File: src/include/sfd_pkg.sv
// Constants and types for the special-function decoder
package sfd_pkg;
  // ==========================================================
  // Serial word layout
  localparam logic [4:0] WORD_LAST = 5'h17;
  localparam logic [4:0] WORD_DONE = 5'h18;
  localparam int MODE_HI = 23;
  localparam int MODE_LO = 22;
  localparam int FUNC_HI = 21;
  localparam int FUNC_LO = 16;
  localparam int ADDR_HI = 21;
  localparam int ADDR_LO = 16;
  localparam int OPER_HI = 15;
  localparam int OFS_HI = 13;
  localparam int ABS_HI = 7;
  localparam int RBT_HI = 15;
  localparam int RBT_LO = 13;
  localparam int RBS_HI = 12;
  localparam int RBS_LO = 7;
  // ==========================================================
  // Mode bits
  localparam logic [1:0] MODE_SPECIAL = 2'h0;
  localparam logic [1:0] MODE_INPUT = 2'h3;
  // ==========================================================
  // Function codes
  localparam logic [5:0] FN_NOP = 6'h00;
  localparam logic [5:0] FN_CTRL = 6'h01;
  localparam logic [5:0] FN_OFFSET_DAC_ZERO_DATA = 6'h02;
  localparam logic [5:0] FN_OFFSET_DAC_ONE_DATA = 6'h03;
  localparam logic [5:0] FN_RDSEL = 6'h05;
  localparam logic [5:0] FN_ABS0 = 6'h06;
  localparam logic [5:0] FN_ABS4 = 6'h0a;
  localparam logic [5:0] FN_ABSALL = 6'h0b;
  localparam logic [7:0] ABS_ALL_ONES = 8'h01;
  // ==========================================================
  // Control bit positions
  localparam int CTRL_SEL_B = 2;
  localparam int CTRL_THERM = 1;
  localparam int CTRL_PDOWN = 0;
  // ==========================================================
  // Readback selector codes
  localparam logic [2:0] RB_GLOBAL = 3'h4;
  localparam logic [5:0] GS_CTRL = 6'h01;
  localparam logic [5:0] GS_OFFSET_DAC_ZERO_DATA = 6'h02;
  localparam logic [5:0] GS_OFFSET_DAC_ONE_DATA = 6'h03;
  localparam logic [5:0] GS_ABS0 = 6'h06;
  localparam logic [5:0] GS_ABS4 = 6'h0a;
  // ==========================================================
  // Reset values
  localparam logic [2:0] CTRL_RESET = 3'h0;
  localparam logic [13:0] OFS_RESET = 14'h0000;
  localparam logic [7:0] ABS_RESET = 8'h00;
  // ==========================================================
  // Frame receiver states
  typedef enum logic [1:0] {FR_IDLE, FR_SHIFT, FR_FULL, FR_OVER} frame_state_type;
endpackage

File: src/include/link_if.sv
// Sampled link events passed from the pin sampler to the decoder
interface link_if;
  logic sclkFall;
  logic frameStart;
  logic frameEnd;
  logic sdiBit;
  modport front (output sclkFall, output frameStart, output frameEnd, output sdiBit);
  modport core (input sclkFall, input frameStart, input frameEnd, input sdiBit);
endinterface

File: src/core/dac_special_function_decoder.sv
// Serial word receiver and special-function command decoder
// Functional notes
// - Mode bits 00 make the word a special-function command.
// - Six bits under the mode bits are function code; low sixteen are operand.
// - Code 000001 loads control: bit2 B input, bit1 thermal off, bit0 power-down.
// - Control bit 2 steers channel input writes to B when set, else A.
// - Code 000010 loads operand bits 13..0 into offset DAC zero data.
// - Code 000011 loads operand bits 13..0 into offset DAC one data.
// - Codes 000110..001010 load operand bits 7..0 into bank select 0..4.
// - Code 001011 writes all five bank select registers from operand bits 7..0.
// - Block write operand zero clears all bits, operand one sets all bits.
// - Code 000101 latches the operand as readback selector.
// - Selector bits 15..13 pick channel register type; bits 12..7 channel address.
// - Type 100 selects global register: 1 control, 2-3 offsets, 6-10 bank selects.
// - Code zero with zero operand changes nothing.
// - Selected data leaves on serial out in next frame; driven until sent.
module dac_special_function_decoder
  import sfd_pkg::*;
(
  input wire logic clk_sys,             // System clock, 200 MHz
  input wire logic rst,                 // Async reset, high
  input wire logic sclk,                // Serial clock pin
  input wire logic syncN,               // Frame select pin, low active
  input wire logic sdi,                 // Serial data in pin
  output logic serialDataOut,           // Serial data out level
  output logic serialDataOutOe,         // Serial data out drive enable
  output logic [2:0] controlSettings,   // Control register
  output logic [13:0] offsetDacZeroData, // Offset DAC zero
  output logic [13:0] offsetDacOneData, // Offset DAC one
  output logic [39:0] outputBankSelect, // Bank selects 0..4, 8 bits each
  output logic chanWrValid,             // Channel write pulse
  output logic [1:0] chanWrReg,         // Channel register mode bits
  output logic chanWrToB,               // Input write goes to B
  output logic [5:0] chanWrAddr,        // Channel address bits
  output logic [15:0] chanWrData,       // Channel data
  output logic chanRdReq,               // Channel readback request pulse
  output logic [1:0] chanRdType,        // Channel readback register type
  output logic [5:0] chanRdAddr,        // Channel readback address
  input wire logic [15:0] chanRdData    // Channel readback data
);
  // ==========================================================
  // Pin sampling
  link_if lk ();

  link_sampler u_sampler (
    .clk_sys (clk_sys),
    .rst (rst),
    .sclk (sclk),
    .syncN (syncN),
    .sdi (sdi),
    .lk (lk)
  );

  // ==========================================================
  // Global register readback: bit 16 valid, 15..0 data
  function automatic logic [16:0] globalRead(input logic [5:0] sel, input logic [2:0] ctrl,
      input logic [13:0] offset_dac_zero_data, input logic [13:0] offset_dac_one_data, input logic [4:0][7:0] abs);
    logic [2:0] idx;
    idx = 3'(sel - GS_ABS0);
    globalRead = 17'h00000;
    if (sel == GS_CTRL) begin
      globalRead = {1'b1, 13'h0000, ctrl};
    end else if (sel == GS_OFFSET_DAC_ZERO_DATA) begin
      globalRead = {1'b1, 2'h0, offset_dac_zero_data};
    end else if (sel == GS_OFFSET_DAC_ONE_DATA) begin
      globalRead = {1'b1, 2'h0, offset_dac_one_data};
    end else if (sel >= GS_ABS0 && sel <= GS_ABS4) begin
      globalRead = {1'b1, 8'h00, abs[idx]};
    end
  endfunction

  // ==========================================================
  // Frame receiver
  frame_state_type frame_q, frame_d;
  logic [4:0] bitCnt_q, bitCnt_d;
  logic [23:0] shiftIn_q, shiftIn_d;

  // Shift on falling serial clock; 25th edge spoils the word
  always_comb begin
    frame_d = frame_q;
    bitCnt_d = bitCnt_q;
    shiftIn_d = shiftIn_q;
    case (frame_q)
      FR_IDLE: begin
        if (lk.frameStart) begin
          frame_d = FR_SHIFT;
          bitCnt_d = 5'h00;
        end
      end
      FR_SHIFT: begin
        if (lk.frameEnd) begin
          frame_d = FR_IDLE;
        end else if (lk.sclkFall) begin
          shiftIn_d = {shiftIn_q[22:0], lk.sdiBit};
          bitCnt_d = bitCnt_q + 5'h01;
          if (bitCnt_q == WORD_LAST) begin
            frame_d = FR_FULL;
          end
        end
      end
      FR_FULL: begin
        if (lk.frameEnd) begin
          frame_d = FR_IDLE;
        end else if (lk.sclkFall) begin
          frame_d = FR_OVER;
        end
      end
      FR_OVER: begin
        if (lk.frameEnd) begin
          frame_d = FR_IDLE;
        end
      end
      default: begin
        frame_d = FR_IDLE;
      end
    endcase
  end

  // Registers
  always_ff @(posedge clk_sys or posedge rst) begin
    if (rst) begin
      frame_q <= FR_IDLE;
      bitCnt_q <= 5'h00;
      shiftIn_q <= 24'h000000;
    end else begin
      frame_q <= frame_d;
      bitCnt_q <= bitCnt_d;
      shiftIn_q <= shiftIn_d;
    end
  end

  // ==========================================================
  // Word fields
  logic execNow, special;
  logic [1:0] mode;
  logic [5:0] func;
  logic [15:0] oper;
  logic [2:0] rbType;
  logic [5:0] rbSel;
  logic [16:0] selRead;

  // Complete word at frame select rise
  assign execNow = (frame_q == FR_FULL) && lk.frameEnd;
  assign mode = shiftIn_q[MODE_HI:MODE_LO];
  assign special = (mode == MODE_SPECIAL);
  assign func = shiftIn_q[FUNC_HI:FUNC_LO];
  assign oper = shiftIn_q[OPER_HI:0];
  assign rbType = oper[RBT_HI:RBT_LO];
  assign rbSel = oper[RBS_HI:RBS_LO];

  // ==========================================================
  // Register bank and channel writes
  logic [2:0] ctrl_q, ctrl_d;
  logic [13:0] offset_dac_zero_data_q, offset_dac_zero_data_d, offset_dac_one_data_q, offset_dac_one_data_d;
  logic [4:0][7:0] abs_q, abs_d;
  logic cwValid_q, cwValid_d, cwToB_q, cwToB_d;
  logic [1:0] cwReg_q, cwReg_d;
  logic [5:0] cwAddr_q, cwAddr_d;
  logic [15:0] cwData_q, cwData_d;

  // Global register picked by the selector in the current word
  assign selRead = globalRead(rbSel, ctrl_q, offset_dac_zero_data_q, offset_dac_one_data_q, abs_q);

  // Execute one completed word
  always_comb begin
    ctrl_d = ctrl_q;
    offset_dac_zero_data_d = offset_dac_zero_data_q;
    offset_dac_one_data_d = offset_dac_one_data_q;
    abs_d = abs_q;
    cwValid_d = 1'b0;
    cwToB_d = cwToB_q;
    cwReg_d = cwReg_q;
    cwAddr_d = cwAddr_q;
    cwData_d = cwData_q;
    if (execNow && !special) begin
      cwValid_d = 1'b1;
      cwReg_d = mode;
      cwAddr_d = shiftIn_q[ADDR_HI:ADDR_LO];
      cwData_d = oper;
      cwToB_d = (mode == MODE_INPUT) && ctrl_q[CTRL_SEL_B];
    end else if (execNow) begin
      // No-op, reserved and undefined codes fall through untouched
      if (func == FN_CTRL) begin
        ctrl_d = oper[2:0];
      end else if (func == FN_OFFSET_DAC_ZERO_DATA) begin
        offset_dac_zero_data_d = oper[OFS_HI:0];
      end else if (func == FN_OFFSET_DAC_ONE_DATA) begin
        offset_dac_one_data_d = oper[OFS_HI:0];
      end else if (func >= FN_ABS0 && func <= FN_ABS4) begin
        abs_d[3'(func - FN_ABS0)] = oper[ABS_HI:0];
      end else if (func == FN_ABSALL) begin
        for (int i = 0; i < 5; i++) begin
          abs_d[i] = (oper[ABS_HI:0] == ABS_ALL_ONES) ? 8'hff : oper[ABS_HI:0];
        end
      end
    end
  end

  // Registers
  always_ff @(posedge clk_sys or posedge rst) begin
    if (rst) begin
      ctrl_q <= CTRL_RESET;
      offset_dac_zero_data_q <= OFS_RESET;
      offset_dac_one_data_q <= OFS_RESET;
      abs_q <= {5{ABS_RESET}};
      cwValid_q <= 1'b0;
      cwToB_q <= 1'b0;
      cwReg_q <= 2'h0;
      cwAddr_q <= 6'h00;
      cwData_q <= 16'h0000;
    end else begin
      ctrl_q <= ctrl_d;
      offset_dac_zero_data_q <= offset_dac_zero_data_d;
      offset_dac_one_data_q <= offset_dac_one_data_d;
      abs_q <= abs_d;
      cwValid_q <= cwValid_d;
      cwToB_q <= cwToB_d;
      cwReg_q <= cwReg_d;
      cwAddr_q <= cwAddr_d;
      cwData_q <= cwData_d;
    end
  end

  // ==========================================================
  // Readback selection and serial data out
  logic rdOk, rdArmed_q, rdArmed_d, rdChan_q, rdChan_d, rdBusy_q, rdBusy_d;
  logic [15:0] rdSel_q, rdSel_d;
  logic [23:0] rdShift_q, rdShift_d;
  logic [4:0] rdCnt_q, rdCnt_d;
  logic sdo_q, sdo_d, sdoOe_q, sdoOe_d, crReq_q, crReq_d;

  // Valid selector: channel type or known global register
  assign rdOk = execNow && special && (func == FN_RDSEL) &&
      (rbType < RB_GLOBAL || (rbType == RB_GLOBAL && selRead[16]));

  // Load at next frame start, shift after each falling edge
  always_comb begin
    rdArmed_d = rdArmed_q;
    rdChan_d = rdChan_q;
    rdBusy_d = rdBusy_q;
    rdSel_d = rdSel_q;
    rdShift_d = rdShift_q;
    rdCnt_d = rdCnt_q;
    sdo_d = sdo_q;
    sdoOe_d = sdoOe_q;
    crReq_d = 1'b0;
    if (lk.frameStart && rdArmed_q) begin
      rdShift_d = rdChan_q ? {8'h00, chanRdData}
          : {8'h00, globalRead(rdSel_q[RBS_HI:RBS_LO], ctrl_q, offset_dac_zero_data_q, offset_dac_one_data_q, abs_q)
            [OPER_HI:0]};
      sdo_d = rdShift_d[23];
      rdCnt_d = 5'h00;
      rdBusy_d = 1'b1;
    end
    if (rdBusy_q && lk.sclkFall && rdCnt_q != WORD_DONE) begin
      rdShift_d = {rdShift_q[22:0], 1'b0};
      sdo_d = rdShift_q[22];
      rdCnt_d = rdCnt_q + 5'h01;
    end
    if (rdBusy_q && lk.frameEnd) begin
      rdBusy_d = 1'b0;
      if (rdCnt_q == WORD_DONE) begin
        rdArmed_d = 1'b0;
        sdoOe_d = 1'b0;
        sdo_d = 1'b0;
      end
    end
    if (rdOk) begin
      rdSel_d = oper;
      rdChan_d = (rbType < RB_GLOBAL);
      rdArmed_d = 1'b1;
      sdoOe_d = 1'b1;
      crReq_d = (rbType < RB_GLOBAL);
    end
  end

  // Registers
  always_ff @(posedge clk_sys or posedge rst) begin
    if (rst) begin
      rdArmed_q <= 1'b0;
      rdChan_q <= 1'b0;
      rdBusy_q <= 1'b0;
      rdSel_q <= 16'h0000;
      rdShift_q <= 24'h000000;
      rdCnt_q <= 5'h00;
      sdo_q <= 1'b0;
      sdoOe_q <= 1'b0;
      crReq_q <= 1'b0;
    end else begin
      rdArmed_q <= rdArmed_d;
      rdChan_q <= rdChan_d;
      rdBusy_q <= rdBusy_d;
      rdSel_q <= rdSel_d;
      rdShift_q <= rdShift_d;
      rdCnt_q <= rdCnt_d;
      sdo_q <= sdo_d;
      sdoOe_q <= sdoOe_d;
      crReq_q <= crReq_d;
    end
  end

  // ==========================================================
  // Outputs
  assign serialDataOut = sdo_q;
  assign serialDataOutOe = sdoOe_q;
  assign controlSettings = ctrl_q;
  assign offsetDacZeroData = offset_dac_zero_data_q;
  assign offsetDacOneData = offset_dac_one_data_q;
  assign outputBankSelect = abs_q;
  assign chanWrValid = cwValid_q;
  assign chanWrReg = cwReg_q;
  assign chanWrToB = cwToB_q;
  assign chanWrAddr = cwAddr_q;
  assign chanWrData = cwData_q;
  assign chanRdReq = crReq_q;
  assign chanRdType = rdSel_q[14:13];
  assign chanRdAddr = rdSel_q[RBS_HI:RBS_LO];

  // ==========================================================
  // Assertions
  property p_mode_special;
    @(posedge clk_sys) disable iff (rst)
      execNow && !special |=> chanWrValid && chanWrReg == $past(mode);
  endproperty
  a_mode_special: assert property (p_mode_special) else $error("channel write missing");

  property p_ctrl_write;
    @(posedge clk_sys) disable iff (rst)
      execNow && special && func == FN_CTRL |=> controlSettings == $past(oper[2:0]);
  endproperty
  a_ctrl_write: assert property (p_ctrl_write) else $error("control not loaded");

  property p_steer_b;
    @(posedge clk_sys) disable iff (rst)
      execNow && mode == MODE_INPUT |=> chanWrToB == controlSettings[CTRL_SEL_B];
  endproperty
  a_steer_b: assert property (p_steer_b) else $error("input bank steering wrong");

  property p_offset_dac_zero_data;
    @(posedge clk_sys) disable iff (rst)
      execNow && special && func == FN_OFFSET_DAC_ZERO_DATA |=>
        offsetDacZeroData == $past(oper[13:0]) && $stable(offsetDacOneData);
  endproperty
  a_offset_dac_zero_data: assert property (p_offset_dac_zero_data) else $error("offset zero not loaded");

  property p_offset_dac_one_data;
    @(posedge clk_sys) disable iff (rst)
      execNow && special && func == FN_OFFSET_DAC_ONE_DATA |=>
        offsetDacOneData == $past(oper[13:0]) && $stable(offsetDacZeroData);
  endproperty
  a_offset_dac_one_data: assert property (p_offset_dac_one_data) else $error("offset one not loaded");

  property p_abs_one;
    @(posedge clk_sys) disable iff (rst)
      execNow && special && func == FN_ABS4 |=>
        outputBankSelect[39:32] == $past(oper[7:0]) && $stable(outputBankSelect[31:0]);
  endproperty
  a_abs_one: assert property (p_abs_one) else $error("bank select four wrong");

  property p_abs_all;
    @(posedge clk_sys) disable iff (rst)
      execNow && special && func == FN_ABSALL && oper[7:0] == 8'h01 |=> outputBankSelect == {40{1'b1}};
  endproperty
  a_abs_all: assert property (p_abs_all) else $error("block write of ones failed");

  property p_nop;
    @(posedge clk_sys) disable iff (rst)
      execNow && special && func == FN_NOP |=>
        $stable(controlSettings) && $stable(outputBankSelect) && !chanWrValid;
  endproperty
  a_nop: assert property (p_nop) else $error("no-op changed state");

  property p_only_at_end;
    @(posedge clk_sys) disable iff (rst) $changed(controlSettings) |-> $past(execNow);
  endproperty
  a_only_at_end: assert property (p_only_at_end) else $error("control changed early");

  property p_oe_cause;
    @(posedge clk_sys) disable iff (rst) $rose(serialDataOutOe) |-> $past(rdOk);
  endproperty
  a_oe_cause: assert property (p_oe_cause) else $error("serial out driven without read");

  property p_chan_req;
    @(posedge clk_sys) disable iff (rst)
      rdOk && rbType < RB_GLOBAL |=> chanRdReq && chanRdAddr == $past(rbSel);
  endproperty
  a_chan_req: assert property (p_chan_req) else $error("channel request wrong");

  c_ctrl: cover property (@(posedge clk_sys) disable iff (rst) execNow && special && func == FN_CTRL);
  c_read: cover property (@(posedge clk_sys) disable iff (rst) $fell(serialDataOutOe));
  c_abort: cover property (@(posedge clk_sys) disable iff (rst) frame_q == FR_SHIFT && lk.frameEnd);
  c_chan: cover property (@(posedge clk_sys) disable iff (rst) chanWrValid);
endmodule // dac_special_function_decoder

File: src/core/link_sampler.sv
// Pin synchroniser and edge finder for the serial link
module link_sampler
  import sfd_pkg::*;
(
  input wire logic clk_sys,   // System clock
  input wire logic rst,       // Async reset, high
  input wire logic sclk,      // Serial clock pin
  input wire logic syncN,     // Frame select pin, low active
  input wire logic sdi,       // Serial data pin
  link_if.front lk            // Sampled events
);
  // ==========================================================
  // Three-stage sampling, bit 0 sclk, 1 syncN, 2 sdi
  logic [2:0] st0_q, st1_q, st2_q, lvl_q, lvl_d;
  logic fall_q, fall_d, fs_q, fs_d, fe_q, fe_d, bit_q, bit_d;

  // Level accepted once stages two and three agree
  always_comb begin
    lvl_d = lvl_q;
    for (int i = 0; i < 3; i++) begin
      if (st1_q[i] == st2_q[i]) begin
        lvl_d[i] = st2_q[i];
      end
    end
    fall_d = lvl_q[0] & ~lvl_d[0];
    fs_d = lvl_q[1] & ~lvl_d[1];
    fe_d = ~lvl_q[1] & lvl_d[1];
    bit_d = lvl_d[2];
  end

  // Registers
  always_ff @(posedge clk_sys or posedge rst) begin
    if (rst) begin
      st0_q <= 3'h2;
      st1_q <= 3'h2;
      st2_q <= 3'h2;
      lvl_q <= 3'h2;
      fall_q <= 1'b0;
      fs_q <= 1'b0;
      fe_q <= 1'b0;
      bit_q <= 1'b0;
    end else begin
      st0_q <= {sdi, syncN, sclk};
      st1_q <= st0_q;
      st2_q <= st1_q;
      lvl_q <= lvl_d;
      fall_q <= fall_d;
      fs_q <= fs_d;
      fe_q <= fe_d;
      bit_q <= bit_d;
    end
  end

  assign lk.sclkFall = fall_q;
  assign lk.frameStart = fs_q;
  assign lk.frameEnd = fe_q;
  assign lk.sdiBit = bit_q;
endmodule // link_sampler

File: config.mk
export PLATFORM = sky130hd
export DESIGN_NAME = dac_special_function_decoder
export DESIGN_NICKNAME = d
export VERILOG_FILES = /design/src/include/sfd_pkg.sv /design/src/include/link_if.sv /design/src/core/dac_special_function_decoder.sv /design/src/core/link_sampler.sv
export SDC_FILE = /design/constraint.sdc
export NUM_CORES = 1
export LEC_CHECK = 0
export BUFFER_PORTS_ARGS = -buffer_cell sky130_fd_sc_hd__buf_2
export CORE_ASPECT_RATIO = 1.75
export CORE_MARGIN = 1
export CORE_UTILIZATION = 51
export DETAILED_ROUTE_END_ITERATION = 12
export PLACE_DENSITY = 0.76
export SYNTH_ARGS = -nofsm -noshare
export SYNTH_HDL_FRONTEND = slang
export SYNTH_HIERARCHICAL = 1
export SYNTH_SLANG_ARGS = --single-unit
export TNS_END_PERCENT = 5
File: constraint.sdc
create_clock -name clk_sys -period 4.8 [get_ports clk_sys]
set_clock_uncertainty 0.2 [all_clocks]
set_input_delay 0.48 -clock clk_sys [delete_from_list [all_inputs] [get_ports clk_sys]]
set_output_delay 0.48 -clock clk_sys [all_outputs]
set_load 0.005 [all_outputs]
==> results by group <==
Routing
  • Average routed wire per standard cell: 20.3 um
  • Via/cell ratio: 5.98
  • Vias: 6369
  • Routed wire length: 21.6 mm
  • DRT antenna net count: 0
  • Drt pass-1 iters: 5
  • DRC Markers: 0
  • Starting DRT DRC Count: 447

Floorplan
  • CORE AREA: 0.0160 mm^2
  • Die area: 0.0169 mm^2
  • Die Width: 98.8 um
  • Initial Util: 52.5%
  • Io pins: 129
  • Rows: 61
  • Chip height: 171 um

Synth
  • Netlist cell types: 57
  • Synthesized cell area: 0.00837 mm^2
  • Mean Syn Cell Area: 11.0 um^2
  • Most area-hungry cell type in the Yosys netlist: dfrtp_1
  • Main area contributors after synthesis: dfrtp_1, mux2_2, a21oi_1
  • Post-synth EDFFs: 0
  • Share of flip-flops with an asynchronous set or reset: 100%
  • Part of the Yosys area used for sequential elements: 55.1%
  • Syn Inst Count: 758
  • Top-area cell type share of the netlist area: 53.8%
  • Syn nets: 784
  • YS warnings: 6
  • Top FF cell, synth: dfrtp_1
  • Synth Register Bits: 184

Pwr
  • Clock power share: 41.2%
  • Flop pwr share: 49.6%
  • Sw frac: 27.8%
  • Lkg Pwr: 4.86 nW
  • Max VDD drop: 0.213 mV
  • Cell Int Power: 2.41 mW
  • Combinational group share of total power: 9.2%
  • Power Density: 343 mW/mm^2
  • P_sw: 0.926 mW
  • Total Power: 3.33 mW

Clock tree
  • CTS tree: built
  • Clock Latency Late Sink: 0.44 ns
  • H-tree Lvls: 4
  • Clock slew at reported path FFs: 0.08 ns
  • CTS Sinks: 184
  • Clock Tree Buf Depth: 2
  • Root Buffer: clkbuf_16
  • Num CTS Buffers: 17
  • Post_cts resized: 0

GRT
  • Initial antenna violation count: 0
  • Vias in the first global route: 6391
  • Gr usage total: 26.5%
  • First-pass GRT wire length: 34.2 mm
  • Pin count of the biggest net entering global routing: 170
  • Global route overflow: 0

Worst setup path
  • CP Max Fanout: 8
  • Worst Setup End Kind: register
  • Worst setup SP type: register
  • Reg2Reg Depth: 5
  • Reg2reg end: rdShift_q[11]
  • Critical Path RT: 4.96 ns
  • Type of the worst setup path: reg2reg
  • FF-to-FF setup slack: 2.01 ns
  • Critical path arrival: 2.95 ns
  • RR Startpoint: rdSel_q[10]

Place
  • Gpl congestion: 0.854
  • DP HPWL: 14.7 mm
  • Port Buf Inserts: 128

STA
  • Setup TNS: 0 ns
  • Crit share post-route: 58.1%
  • RSZ-0062 raised after global routing: false
  • Relative slew slack: 12.2%
  • Final Max Slew Viols: 0
  • Maximum clock rate: 359 MHz
  • Endpoints failing hold: 0
  • Final count of negative-setup-slack endpoints: 0
  • Final Critical Period: 2.79 ns
  • Worst Tran Pin Value: 1.31 ns

Layout
  • Antenna cell count: 0
  • Nets: 889
  • Most common cell after layout, fill and taps aside: dfrtp_1
  • Area delta synth->final: 15.9%
  • Most frequent cells in the layout: dfrtp_1, buf_2, a21oi_1, mux2_2, nor2_1
  • Filler instances: 1320
  • Ratio of cells with drive above 1 in the final layout: 31.4%
  • Seq. cell area: 0.00461 mm^2
  • Area of the multi-input gates: 0.00350 mm^2

Worst hold path
  • Hold path depth: 3
  • Worst Hold End: rdShift_q[15]
  • Hold_sp: chanRdData[15]
  • Hold crit path type: in2reg

Status
  • Status: completed

Run
  • Max-cap violations: 0
power by group through the flow:
stage	Combinational, mW	Sequential [mW]	Clock (mW)
2_1_floorplan	0.275	1.63	0
3_3_place_gp	0.292	1.68	0
3_5_place_dp	0.299	1.68	0
4_1_cts	0.305	1.65	1.39
5_1_grt	0.343	1.66	1.45
6_report	0.307	1.65	1.37
synth_stat cells (all sizes together), types with 10 or more instances:
library cell and count:
a21oi 105, clkbuf 40, nor2b 10, nand2 45, mux2 90, dfrtp 180, nor2 63, o22ai 12
nand3 23, buf 11, inv 12, o21ai 43, mux2i 28
how the worst max path moves through the flow:
stage                     start       endpoint  cells after the start
CTS                 rdSel_q[10]   rdShift_q[8]                      5
floorplan                   rst    bitCnt_q[0]                      1
detailed placement  rdSel_q[10]  rdShift_q[12]                      5
finish              rdSel_q[10]  rdShift_q[11]                      5
global route        rdSel_q[10]  rdShift_q[10]                      5
global placement     rdSel_q[7]   rdShift_q[2]                      5
layer usage:
layer	routed length [um]	GRT usage (%)	share of wire (%)
met5	0	0	0
met1	8500	31.6	39
met3	953	4.39	4.4
met4	748	13.2	3.5
met2	11400	46.2	53
what timing repair did:
item,CTS,global route
hold buffers,4,0
setup buffers,0,0
setup endpoints to repair,0,0
hold endpoints to repair,14,0
flip-flops by register name, indices dropped and copies added (netlist names), 2 cells and up:
| name | flops |
|---|---|
| bitCnt_q | 5 |
| chanWrAddr | 6 |
| chanWrData | 16 |
| chanWrReg | 2 |
| controlSettings | 3 |
| frame_q | 2 |
| offsetDacOneData | 14 |
| offsetDacZeroData | 14 |
| outputBankSelect | 40 |
| rdCnt_q | 5 |
| rdSel_q | 8 |
| rdShift_q | 23 |
| shiftIn_q | 24 |
| u_sampler/lvl_q | 2 |
| u_sampler/st0_q | 3 |
| u_sampler/st1_q | 3 |
| u_sampler/st2_q | 3 |
critical path: stages (launching register included):
cell	delay, ns
dfrtp_1	0.46
nor4_1	1.10
nand3b_1	0.43
o21ai_0	0.28
o21ai_0	0.11
o21ai_0	0.14
cells by family (layout without fill, tap and decap cells):
kind of cell | after synthesis | count (layout) | synth area share, %
AOI/OAI and AO/OA | 193 | 193 | 13.3
xor gates and xnor gates | 6 | 6 | 0.628
adders and majority gates | 7 | 7 | 1.02
buffers and inverters | 63 | 181 | 3.11
DFF | 184 | 184 | 55.1
muxes | 118 | 118 | 15.5
and+or+nand+nor | 187 | 187 | 11.4
per-stage QoR:
| stage | std cells | hold WS (ns) | util (%) | cell area (um^2) | setup WS (ns) |
|---|---|---|---|---|---|
| 6_report | 1065 | 0.103 | 60.8 | 9700 | 2.01 |
| 4_1_cts | 1065 | 0.102 | 60.8 | 9700 | 2.10 |
| 3_5_place_dp | 1029 | 0.144 | 57.0 | 9090 | 2.12 |
| 3_3_place_gp | 1029 | 0.136 | 57.0 | 9090 | 2.18 |
| 5_1_grt | 1065 | 0.128 | 60.8 | 9700 | 1.80 |
| 2_1_floorplan | 758 | 0.131 | - | 8370 | 1.97 |
final cells by class:
type                    count  share of cell area, %
multi-input cells         511                   36.1
repair buffers            137                   7.53
inverters                  12                  0.503
flip-flops and latches    184                   47.5
well taps                 189                   2.44
clock buffers              18                   4.42
clock inverters            14                   1.51
Power figures use the tool's default switching activity.
